<file path="config.mk">
export PLATFORM = sky130hd
export DESIGN_NAME = spgp_port
export DESIGN_NICKNAME = d
export VERILOG_FILES = /design/src/design/spgp_pin_cell.v /design/src/design/spgp_pin_sync.v /design/src/design/spgp_port.v
export VERILOG_INCLUDE_DIRS = /design/src /design/src/design
export SDC_FILE = /design/constraint.sdc
export NUM_CORES = 1
export LEC_CHECK = 0
export ABC_AREA = 1
export BUFFER_PORTS_ARGS = -buffer_cell sky130_fd_sc_hd__buf_2
export CELL_PAD_IN_SITES_DETAIL_PLACEMENT = 1
export CELL_PAD_IN_SITES_GLOBAL_PLACEMENT = 2
export CORE_UTILIZATION = 28
export CTS_CLUSTER_DIAMETER = 150
export DETAILED_ROUTE_END_ITERATION = 8
export PLACE_DENSITY = 0.88
export SYNTH_ARGS = -nofsm -noshare
export SYNTH_HDL_FRONTEND = slang
export SYNTH_SLANG_ARGS = --single-unit
</file>
<file path="constraint.sdc">
create_clock -name clk_sys_in -period 1.65 [get_ports clk_sys_in]
set_input_delay 0.165 -clock clk_sys_in [delete_from_list [all_inputs] [get_ports clk_sys_in]]
set_output_delay 0.165 -clock clk_sys_in [all_outputs]
set_load 0.01 [all_outputs]
</file>
<file path="src/design/spgp_defines.vh">
// shared constants for the shared pin gpio port: offsets, fields, resets
`ifndef SPGP_DEFINES_VH
`define SPGP_DEFINES_VH
// ****************************************
// register word offsets (byte address = 4 * index)
// ****************************************
`define SPGP_IDX_DATA 4'h0
`define SPGP_IDX_DIR 4'h1
`define SPGP_IDX_ANALOG_DIS 4'h2
`define SPGP_IDX_LCD_SEL 4'h3
`define SPGP_IDX_CTRL 4'h4
`define SPGP_IDX_RMW_DATA 4'h5
`define SPGP_IDX_PIN 4'h6
`define SPGP_IDX_LAST 4'h6
// ****************************************
// control register fields
// ****************************************
`define SPGP_CTRL_LCD_PORT_INPUT_CONTROL_BIT 0
`define SPGP_CTRL_SPL_BIT 1
`define SPGP_CTRL_STBY_BIT 2
// ****************************************
// reset values
// ****************************************
`define SPGP_RST_DATA 8'h00
`define SPGP_RST_DIR 8'h00
`define SPGP_RST_ANALOG_DIS 8'h00
`define SPGP_RST_LCD_SEL 8'h00
`define SPGP_RST_CTRL 2'h0
// ****************************************
// bus timing: read data one cycle after request
// ****************************************
`define SPGP_READ_LATENCY 1
`endif

</file>
<file path="src/design/spgp_pin_cell.v">
// per pin drive and input gating for the shared pins
`timescale 1ns/10ps
module spgp_pin_cell #(
  parameter WIDTH = 8
) (
  input wire [WIDTH-1:0] dir_in,
  input wire [WIDTH-1:0] latch_in,
  input wire [WIDTH-1:0] periph_oe_in,
  input wire [WIDTH-1:0] periph_do_in,
  input wire [WIDTH-1:0] lcd_sel_in,
  input wire [WIDTH-1:0] lcd_seg_in,
  input wire [WIDTH-1:0] analog_cap_in,
  input wire [WIDTH-1:0] analog_dis_in,
  input wire [WIDTH-1:0] pin_level_in,
  input wire lcd_port_input_control_in,
  input wire hiz_in,
  output reg [WIDTH-1:0] drive_oe_out,
  output reg [WIDTH-1:0] drive_val_out,
  output reg [WIDTH-1:0] dig_in_out
);
  integer i;
  always @* begin
    drive_oe_out = {WIDTH{1'b0}};
    drive_val_out = {WIDTH{1'b0}};
    dig_in_out = {WIDTH{1'b0}};
    for (i = 0; i < WIDTH; i = i + 1) begin
      if (hiz_in) begin
        drive_oe_out[i] = 1'b0;
        drive_val_out[i] = 1'b0;
      end else if (lcd_sel_in[i] && lcd_port_input_control_in && !dir_in[i]) begin
        drive_oe_out[i] = 1'b1;
        drive_val_out[i] = lcd_seg_in[i];
      end else if (periph_oe_in[i]) begin
        drive_oe_out[i] = 1'b1;
        drive_val_out[i] = periph_do_in[i];
      end else if (dir_in[i]) begin
        drive_oe_out[i] = 1'b1;
        drive_val_out[i] = latch_in[i];
      end
      // analog pins keep digital input off until the disable bit is set
      if (hiz_in) begin
        dig_in_out[i] = 1'b0;
      end else if (analog_cap_in[i] && !analog_dis_in[i]) begin
        dig_in_out[i] = 1'b0;
      end else if (lcd_sel_in[i]) begin
        dig_in_out[i] = 1'b0;
      end else begin
        dig_in_out[i] = pin_level_in[i];
      end
    end
  end
endmodule

</file>
<file path="src/design/spgp_pin_sync.v">
// three flop synchroniser with agreement filter for the port pins
`timescale 1ns/10ps
module spgp_pin_sync #(
  parameter WIDTH = 8
) (
  input wire clk_sys_in,
  input wire sys_rst_in,
  input wire [WIDTH-1:0] async_in,
  output reg [WIDTH-1:0] level_out
);
  reg [WIDTH-1:0] s1_ff;
  reg [WIDTH-1:0] s2_ff;
  reg [WIDTH-1:0] s3_ff;
  integer i;
  // only s2 and s3 are compared; s1 feeds nothing but s2
  always @(posedge clk_sys_in) begin
    if (sys_rst_in) begin
      s1_ff <= {WIDTH{1'b0}};
      s2_ff <= {WIDTH{1'b0}};
      s3_ff <= {WIDTH{1'b0}};
      level_out <= {WIDTH{1'b0}};
    end else begin
      s1_ff <= async_in;
      s2_ff <= s1_ff;
      s3_ff <= s2_ff;
      for (i = 0; i < WIDTH; i = i + 1) begin
        if (s2_ff[i] == s3_ff[i]) begin
          level_out[i] <= s3_ff[i];
        end
      end
    end
  end
endmodule

</file>
<file path="src/design/spgp_port.v">
// top of the shared pin gpio port with avalon-mm register slave
// ****************************************
// Function
// - direction bit one makes pin output
// - output pin shows latch continuously
// - data write updates latch and pin
// - output pin read returns latch
// - direction bit zero makes pin input
// - input pin write updates latch only
// - input read gives pin; rmw gives latch
// - peripheral drives pin; reads see pin
// - peripheral input: pin read, rmw latch
// - port0 lcd pins: clear select, set lcd_port_input_control
// - port6 lcd select bits same sequence
// - segment output: dir0, select1, pictl1
// - reset clears all direction bits
// - analog disable resets to zero
// - standby with spl forces hiz, input low
// - standby without spl keeps pin state
// - bit n maps to pin n
// ****************************************
//
// The Avalon-MM interface to the registers and the address map were left to the implementer.
`timescale 1ns/10ps
`include "spgp_defines.vh"
module spgp_port #(
  parameter WIDTH = 8,
  parameter [WIDTH-1:0] ANALOG_CAPABLE = 8'hff
) (
  input wire clk_sys_in,
  input wire sys_rst_in,
  input wire [3:0] avs_address_in,
  input wire avs_read_in,
  input wire avs_write_in,
  input wire [31:0] avs_writedata_in,
  input wire [3:0] avs_byteenable_in,
  output reg [31:0] avs_readdata_out,
  output reg avs_waitrequest_out,
  input wire [WIDTH-1:0] pin_in,
  output reg [WIDTH-1:0] pin_out,
  output reg [WIDTH-1:0] pin_oe_out,
  input wire [WIDTH-1:0] periph_oe_in,
  input wire [WIDTH-1:0] periph_do_in,
  input wire [WIDTH-1:0] lcd_seg_in,
  input wire standby_mode_in,
  output reg [WIDTH-1:0] periph_din_out
);
  // ****************************************
  // registers
  // ****************************************
  // bus states, one-hot
  localparam [2:0] BUS_IDLE = 3'b001;
  localparam [2:0] BUS_READ = 3'b010;
  localparam [2:0] BUS_WRITE = 3'b100;
  // bit positions of the one-hot register select
  localparam SEL_DATA = 0;
  localparam SEL_DIR = 1;
  localparam SEL_ANALOG_DIS = 2;
  localparam SEL_LCD_SEL = 3;
  localparam SEL_CTRL = 4;
  localparam SEL_RMW_DATA = 5;
  localparam SEL_PIN = 6;
  reg [WIDTH-1:0] data_latch_ff;
  reg [WIDTH-1:0] direction_ff;
  reg [WIDTH-1:0] analog_dis_ff;
  reg [WIDTH-1:0] lcd_sel_ff;
  reg [1:0] ctrl_ff;
  reg [2:0] bus_state_ff;
  reg [WIDTH-1:0] nxt_data_latch;
  reg [WIDTH-1:0] nxt_direction;
  reg [WIDTH-1:0] nxt_analog_dis;
  reg [WIDTH-1:0] nxt_lcd_sel;
  reg [1:0] nxt_ctrl;
  reg [2:0] nxt_bus_state;
  reg [31:0] nxt_readdata;
  wire [6:0] reg_sel;
  wire [WIDTH-1:0] pin_sync;
  wire [WIDTH-1:0] drive_oe;
  wire [WIDTH-1:0] drive_val;
  wire [WIDTH-1:0] dig_in;
  wire lcd_port_input_control;
  wire hiz;
  wire wr_hit;
  wire rd_start;
  assign lcd_port_input_control = ctrl_ff[`SPGP_CTRL_LCD_PORT_INPUT_CONTROL_BIT];
  // standby only isolates when the pin state bit is set
  assign hiz = standby_mode_in & ctrl_ff[`SPGP_CTRL_SPL_BIT];
  // a write lands only in its answer cycle, where the master sees waitrequest low
  assign wr_hit = avs_write_in & avs_byteenable_in[0] & (bus_state_ff == BUS_WRITE);
  assign rd_start = avs_read_in & (bus_state_ff == BUS_IDLE);

  // ****************************************
  // helpers
  // ****************************************
  function [31:0] spgp_zext;
    input [WIDTH-1:0] v;
    begin
      spgp_zext = {{(32-WIDTH){1'b0}}, v};
    end
  endfunction

  // one-hot register select, shared by the write and read paths
  function [6:0] spgp_decode;
    input [3:0] idx;
    begin
      spgp_decode = 7'h00;
      case (idx)
        `SPGP_IDX_DATA: begin
          spgp_decode = 7'h01;
        end
        `SPGP_IDX_DIR: begin
          spgp_decode = 7'h02;
        end
        `SPGP_IDX_ANALOG_DIS: begin
          spgp_decode = 7'h04;
        end
        `SPGP_IDX_LCD_SEL: begin
          spgp_decode = 7'h08;
        end
        `SPGP_IDX_CTRL: begin
          spgp_decode = 7'h10;
        end
        `SPGP_IDX_RMW_DATA: begin
          spgp_decode = 7'h20;
        end
        `SPGP_IDX_PIN: begin
          spgp_decode = 7'h40;
        end
        default: begin
          spgp_decode = 7'h00;
        end
      endcase
    end
  endfunction

  // ****************************************
  // pin path
  // ****************************************
  spgp_pin_sync #(
    .WIDTH(WIDTH)
  ) u_sync (
    .clk_sys_in(clk_sys_in),
    .sys_rst_in(sys_rst_in),
    .async_in(pin_in),
    .level_out(pin_sync)
  );

  spgp_pin_cell #(
    .WIDTH(WIDTH)
  ) u_cell (
    .dir_in(direction_ff),
    .latch_in(data_latch_ff),
    .periph_oe_in(periph_oe_in),
    .periph_do_in(periph_do_in),
    .lcd_sel_in(lcd_sel_ff),
    .lcd_seg_in(lcd_seg_in),
    .analog_cap_in(ANALOG_CAPABLE),
    .analog_dis_in(analog_dis_ff),
    .pin_level_in(pin_sync),
    .lcd_port_input_control_in(lcd_port_input_control),
    .hiz_in(hiz),
    .drive_oe_out(drive_oe),
    .drive_val_out(drive_val),
    .dig_in_out(dig_in)
  );

  // ****************************************
  // register writes
  // ****************************************
  assign reg_sel = spgp_decode(avs_address_in);
  always @* begin
    nxt_data_latch = data_latch_ff;
    nxt_direction = direction_ff;
    nxt_analog_dis = analog_dis_ff;
    nxt_lcd_sel = lcd_sel_ff;
    nxt_ctrl = ctrl_ff;
    if (wr_hit) begin
      // both data views write the same latch
      if (reg_sel[SEL_DATA] | reg_sel[SEL_RMW_DATA]) begin
        nxt_data_latch = avs_writedata_in[WIDTH-1:0];
      end
      if (reg_sel[SEL_DIR]) begin
        nxt_direction = avs_writedata_in[WIDTH-1:0];
      end
      if (reg_sel[SEL_ANALOG_DIS]) begin
        nxt_analog_dis = avs_writedata_in[WIDTH-1:0];
      end
      if (reg_sel[SEL_LCD_SEL]) begin
        nxt_lcd_sel = avs_writedata_in[WIDTH-1:0];
      end
      // the standby flag is read only, so only two bits are kept
      if (reg_sel[SEL_CTRL]) begin
        nxt_ctrl = avs_writedata_in[1:0];
      end
    end
  end

  // ****************************************
  // register reads
  // ****************************************
  always @* begin
    // unmapped indices fall through and read as zero
    nxt_readdata = 32'h00000000;
    if (reg_sel[SEL_DATA]) begin
      // output pins read the latch, others the synchronised and gated dig_in (zero on lcd pins and analog pins not disabled)
      nxt_readdata = spgp_zext((direction_ff & data_latch_ff) |
        (~direction_ff & dig_in));
    end
    if (reg_sel[SEL_RMW_DATA]) begin
      nxt_readdata = spgp_zext(data_latch_ff);
    end
    if (reg_sel[SEL_DIR]) begin
      nxt_readdata = spgp_zext(direction_ff);
    end
    if (reg_sel[SEL_ANALOG_DIS]) begin
      nxt_readdata = spgp_zext(analog_dis_ff);
    end
    if (reg_sel[SEL_LCD_SEL]) begin
      nxt_readdata = spgp_zext(lcd_sel_ff);
    end
    // the standby flag sits above the two writable control bits
    if (reg_sel[SEL_CTRL]) begin
      nxt_readdata = {29'h0000000, standby_mode_in, ctrl_ff};
    end
    if (reg_sel[SEL_PIN]) begin
      nxt_readdata = spgp_zext(dig_in);
    end
  end

  // ****************************************
  // bus handshake
  // ****************************************
  // every access is two cycles: seen in idle, finished in the answer cycle,
  // so writes end on waitrequest low exactly as reads do
  // read and write are never high together; read would win if they were
  always @* begin
    nxt_bus_state = bus_state_ff;
    case (bus_state_ff)
      BUS_IDLE: begin
        if (avs_read_in) begin
          nxt_bus_state = BUS_READ;
        end else if (avs_write_in) begin
          nxt_bus_state = BUS_WRITE;
        end
      end
      BUS_READ: begin
        nxt_bus_state = BUS_IDLE;
      end
      BUS_WRITE: begin
        nxt_bus_state = BUS_IDLE;
      end
      default: begin
        nxt_bus_state = BUS_IDLE;
      end
    endcase
  end

  // ****************************************
  // sequential
  // ****************************************
  always @(posedge clk_sys_in) begin
    if (sys_rst_in) begin
      data_latch_ff <= `SPGP_RST_DATA;
      direction_ff <= `SPGP_RST_DIR;
      analog_dis_ff <= `SPGP_RST_ANALOG_DIS;
      lcd_sel_ff <= `SPGP_RST_LCD_SEL;
      ctrl_ff <= `SPGP_RST_CTRL;
      bus_state_ff <= BUS_IDLE;
    end else begin
      data_latch_ff <= nxt_data_latch;
      direction_ff <= nxt_direction;
      analog_dis_ff <= nxt_analog_dis;
      lcd_sel_ff <= nxt_lcd_sel;
      ctrl_ff <= nxt_ctrl;
      bus_state_ff <= nxt_bus_state;
    end
  end

  // ****************************************
  // outputs
  // ****************************************
  // every output leaves from a flop so the pins never see decode glitches
  always @(posedge clk_sys_in) begin
    if (sys_rst_in) begin
      avs_readdata_out <= 32'h00000000;
      avs_waitrequest_out <= 1'b1;
      pin_out <= {WIDTH{1'b0}};
      pin_oe_out <= {WIDTH{1'b0}};
      periph_din_out <= {WIDTH{1'b0}};
    end else begin
      if (rd_start) begin
        avs_readdata_out <= nxt_readdata;
      end
      // waitrequest is low for the single answer cycle only
      avs_waitrequest_out <= (nxt_bus_state == BUS_IDLE);
      // standby without spl just holds the normal drive
      pin_out <= drive_val;
      pin_oe_out <= drive_oe;
      periph_din_out <= dig_in;
    end
  end
endmodule

</file>
==> flow_summary.ini <==
[final_layout]
area_growth_pct = 21.59
multi_input_area_mm2 = 0.001740
fin_util = 0.3522
regArea_mm2 = 0.002042
drive_above_1_share = 0.2177
nFillCells = 1829
nets = 729

[setup_path]
cp_common_cell = inv_2
slowest_delay_ps = 380
worst-setup-path-type = flip-flop to flip-flop
start_kind = flip-flop
crit_fanout = 16
critPathRequiredTime_ps = 1890
cp_data_arrival_time_ps = 1740
cp_slowest_cell = dfxtp_1
worstSetupEndpointType = flip-flop
crit_chain = nand2_1 > nor4_2 > inv_2 > nor2_2 > inv_2 > o21ai_0 > a21oi_1

[sta]
rsz0062_at_grt = no
report.final.slew_viol_count = 0
setup_viol_count_final = 0
worst_pin_slew_ps = 583.1
fin_crit_sh = 0.9075
min_period_ps = 1497
fmax_ghz = 0.6679
hold_viol = 0
tns_ps = 0
skew_ps = 3.977
relSlewSlack = 0.6108

[flow_run]
maxCapViolCount = 0

[drt]
initialDrtViolationCount = 241
first_pass_iters = 8
wl_per_cell_um = 15.68
vias = 3960
routed_wl_um = 13200
vias_per_cell = 4.703
drcViolationCount = 12
drtAntennaViolNets = 0

[power_and_ir_drop]
power_density_mw_per_mm2 = 1014
total_leakage_power_nw = 2.351
ir_worst_vdd_v = 0.0004866

[die]
dieArea_mm2 = 0.01565
row_count = 44
core-area_mm2 = 0.01464
chipHeight_um = 125.1
die_w_um = 125.1
ioPinCount = 134
initial_core_util = 0.2896

[clock_network]
clock_sinks = 102
postCtsSetupBuffers = 0
clk_latency_ps = 360
h-tree-depth = 3
holdBufCountCts = 0
cts_tree = yes
numCtsBuffers = 9
path_clk_slew_ps = 70
root_buffer = clkbuf_16
clockBufferDepth = 2
cts_resized = 0

[synthesis]
synthArstFlopShare = 0
yosysWarningCount = 0
syn-cell-area_mm2 = 0.004242
synth_seq_cells = 102
synth_top_area_cell = dfxtp_1
synth_area_leaders = dfxtp_1 48%, nor2_1 9.4%, o21ai_0 7.9%
yosys.cell_types.count = 33
ys.flop_type = dfxtp_1
ys_seq_area_frac = 0.4814
syn_inst = 559
yosys.area.top_type_share = 0.4814
avgSynthCellArea_um2 = 7.588
synth_edf_count = 0

[global_route]
grt_pass1_wl_um = 20880
grt_max_degree = 45
grt.total_usage = 0.1743
antenna_found_initial = 1
grt-ovfl-total = 0
grt_pass1_vias = 4047

[placed_design]
dp.final_hpwl_um = 9734
io_buffers = 82
routabilityCongestion = 0.8523

[worst_hold_path]
hp-class = primary input to flip-flop

[outcome]
outcome = finished with violations
violations = design-rule violations
where the power goes:
group	switching [W]	internal, W	leakage, nW
sequential	0.0000323	0.00253	0.832
combinational	0.000280	0.000163	1.37
clock	0.000997	0.00123	0.147
total	0.00131	0.00392	2.35
flip-flops by register name (all words and copies together), names as in the netlist:
name                 count
avs_readdata_out         8
u_sync.s2_ff             8
u_sync.level_out         8
periph_din_out           8
bus_state_ff             3
pin_oe_out               8
pin_out                  8
ctrl_ff                  2
analog_dis_ff            8
u_sync.s3_ff             8
u_sync.s1_ff             8
avs_waitrequest_out      1
data_latch_ff            8
direction_ff             8
lcd_sel_ff               8
cells by family after synthesis:
group                  after synthesis  synth area share
other                                1         0.0008841
AOI/OAI and AO/OA                  133            0.1681
and+or+nand+nor                    205            0.2198
DFF                                102            0.4814
buffers and inverters              118            0.1298
critical path: cells and delay by family, from the launching register on:
| family | cells | cell delay, ps |
|---|---|---|
| flops | 1 | 380 |
| simple gates | 3 | 370 |
| buf+inv | 2 | 330 |
| compound gates | 2 | 290 |
worst paths after layout:
path                          end  cells after the start       startpoint  slack (ps)
setup / recovery  direction_ff[7]                      7  bus_state_ff[2]         150
hold / removal    u_sync.s1_ff[5]                      3        pin_in[5]           5
setup reg to reg  direction_ff[7]                      7  bus_state_ff[2]         150
hold reg to reg   u_sync.s2_ff[3]                      2  u_sync.s1_ff[3]         400
synthesized netlist by cell type, types with 7 or more instances:
cell type and number:
nand3_1 13, a31oi_1 10, inv_2 11, o21ai_0 67, nand4_1 15, a21oi_1 37
o21ai_1 7, dfxtp_1 102, buf_4 24, nor2_1 106, inv_1 68, clkbuf_1 7
nand2_1 50
per-stage QoR:
stage / hold WS (ps) / setup slack, ps / cells / area (µm²) / power [W]
after floorplan: 240.9 / 324.6 / 582 / 4328 / 0.002891
after global placement: 366.4 / 161.7 / 825 / 4841 / 0.003042
after detailed placement: 373.9 / 101.5 / 825 / 4841 / 0.003065
after CTS: 0.1049 / 72.49 / 841 / 5150 / 0.005293
after global routing: 9.267 / 16.07 / 841 / 5155 / 0.005428
final: 4.695 / 152.7 / 842 / 5157 / 0.005231
metal layers:
| layer | wire (µm) | track usage | vias to the layer above |
|---|---|---|---|
| met2 | 6351 | 0.2931 | 91 |
| met1 | 5857 | 0.2138 | 1887 |
| met5 | 15 | 0 | - |
| met3 | 693 | 0.03808 | 21 |
| li1 | - | - | 1959 |
| met4 | 283 | 0.07676 | 2 |
layout by cell type (no fill, tap or decap):
cell          n
nor2_1      106
clkinv_4      1
a31oi_1      10
inv_8         1
a21oi_2       1
clkinv_2      2
o311ai_0      2
nor2_4        5
nor2_2        3
conb_1       24
o21ai_2       1
o21ai_0      67
nand4_1      15
a211oi_1      5
buf_4        13
clkbuf_16     9
nor4_2        1
nor3_1        3
bufinv_16     1
inv_2        11
inv_1        68
nor4_1        1
nand3_1      13
o21ai_1       7
nand2_4       2
diode_2       1
clkinv_1      1
nor2_8        1
buf_12        1
clkbuf_8      1
nor3_4        1
nand2_2       4
clkinvlp_4    2
a21oi_1      37
dfxtp_1     102
o211ai_1      3
nand2_1      50
buf_2        82
area by class of cell:
type | instances | area share
antenna | 1 | 0.0004852
clock buffer | 10 | 0.04634
clock inverter | 6 | 0.01359
inverter | 81 | 0.05919
multi-input combinational | 362 | 0.3375
sequential | 102 | 0.3959
tap | 184 | 0.04464
timing repair buffer | 96 | 0.1024
Note: power is estimated with default switching activity, not from simulation.
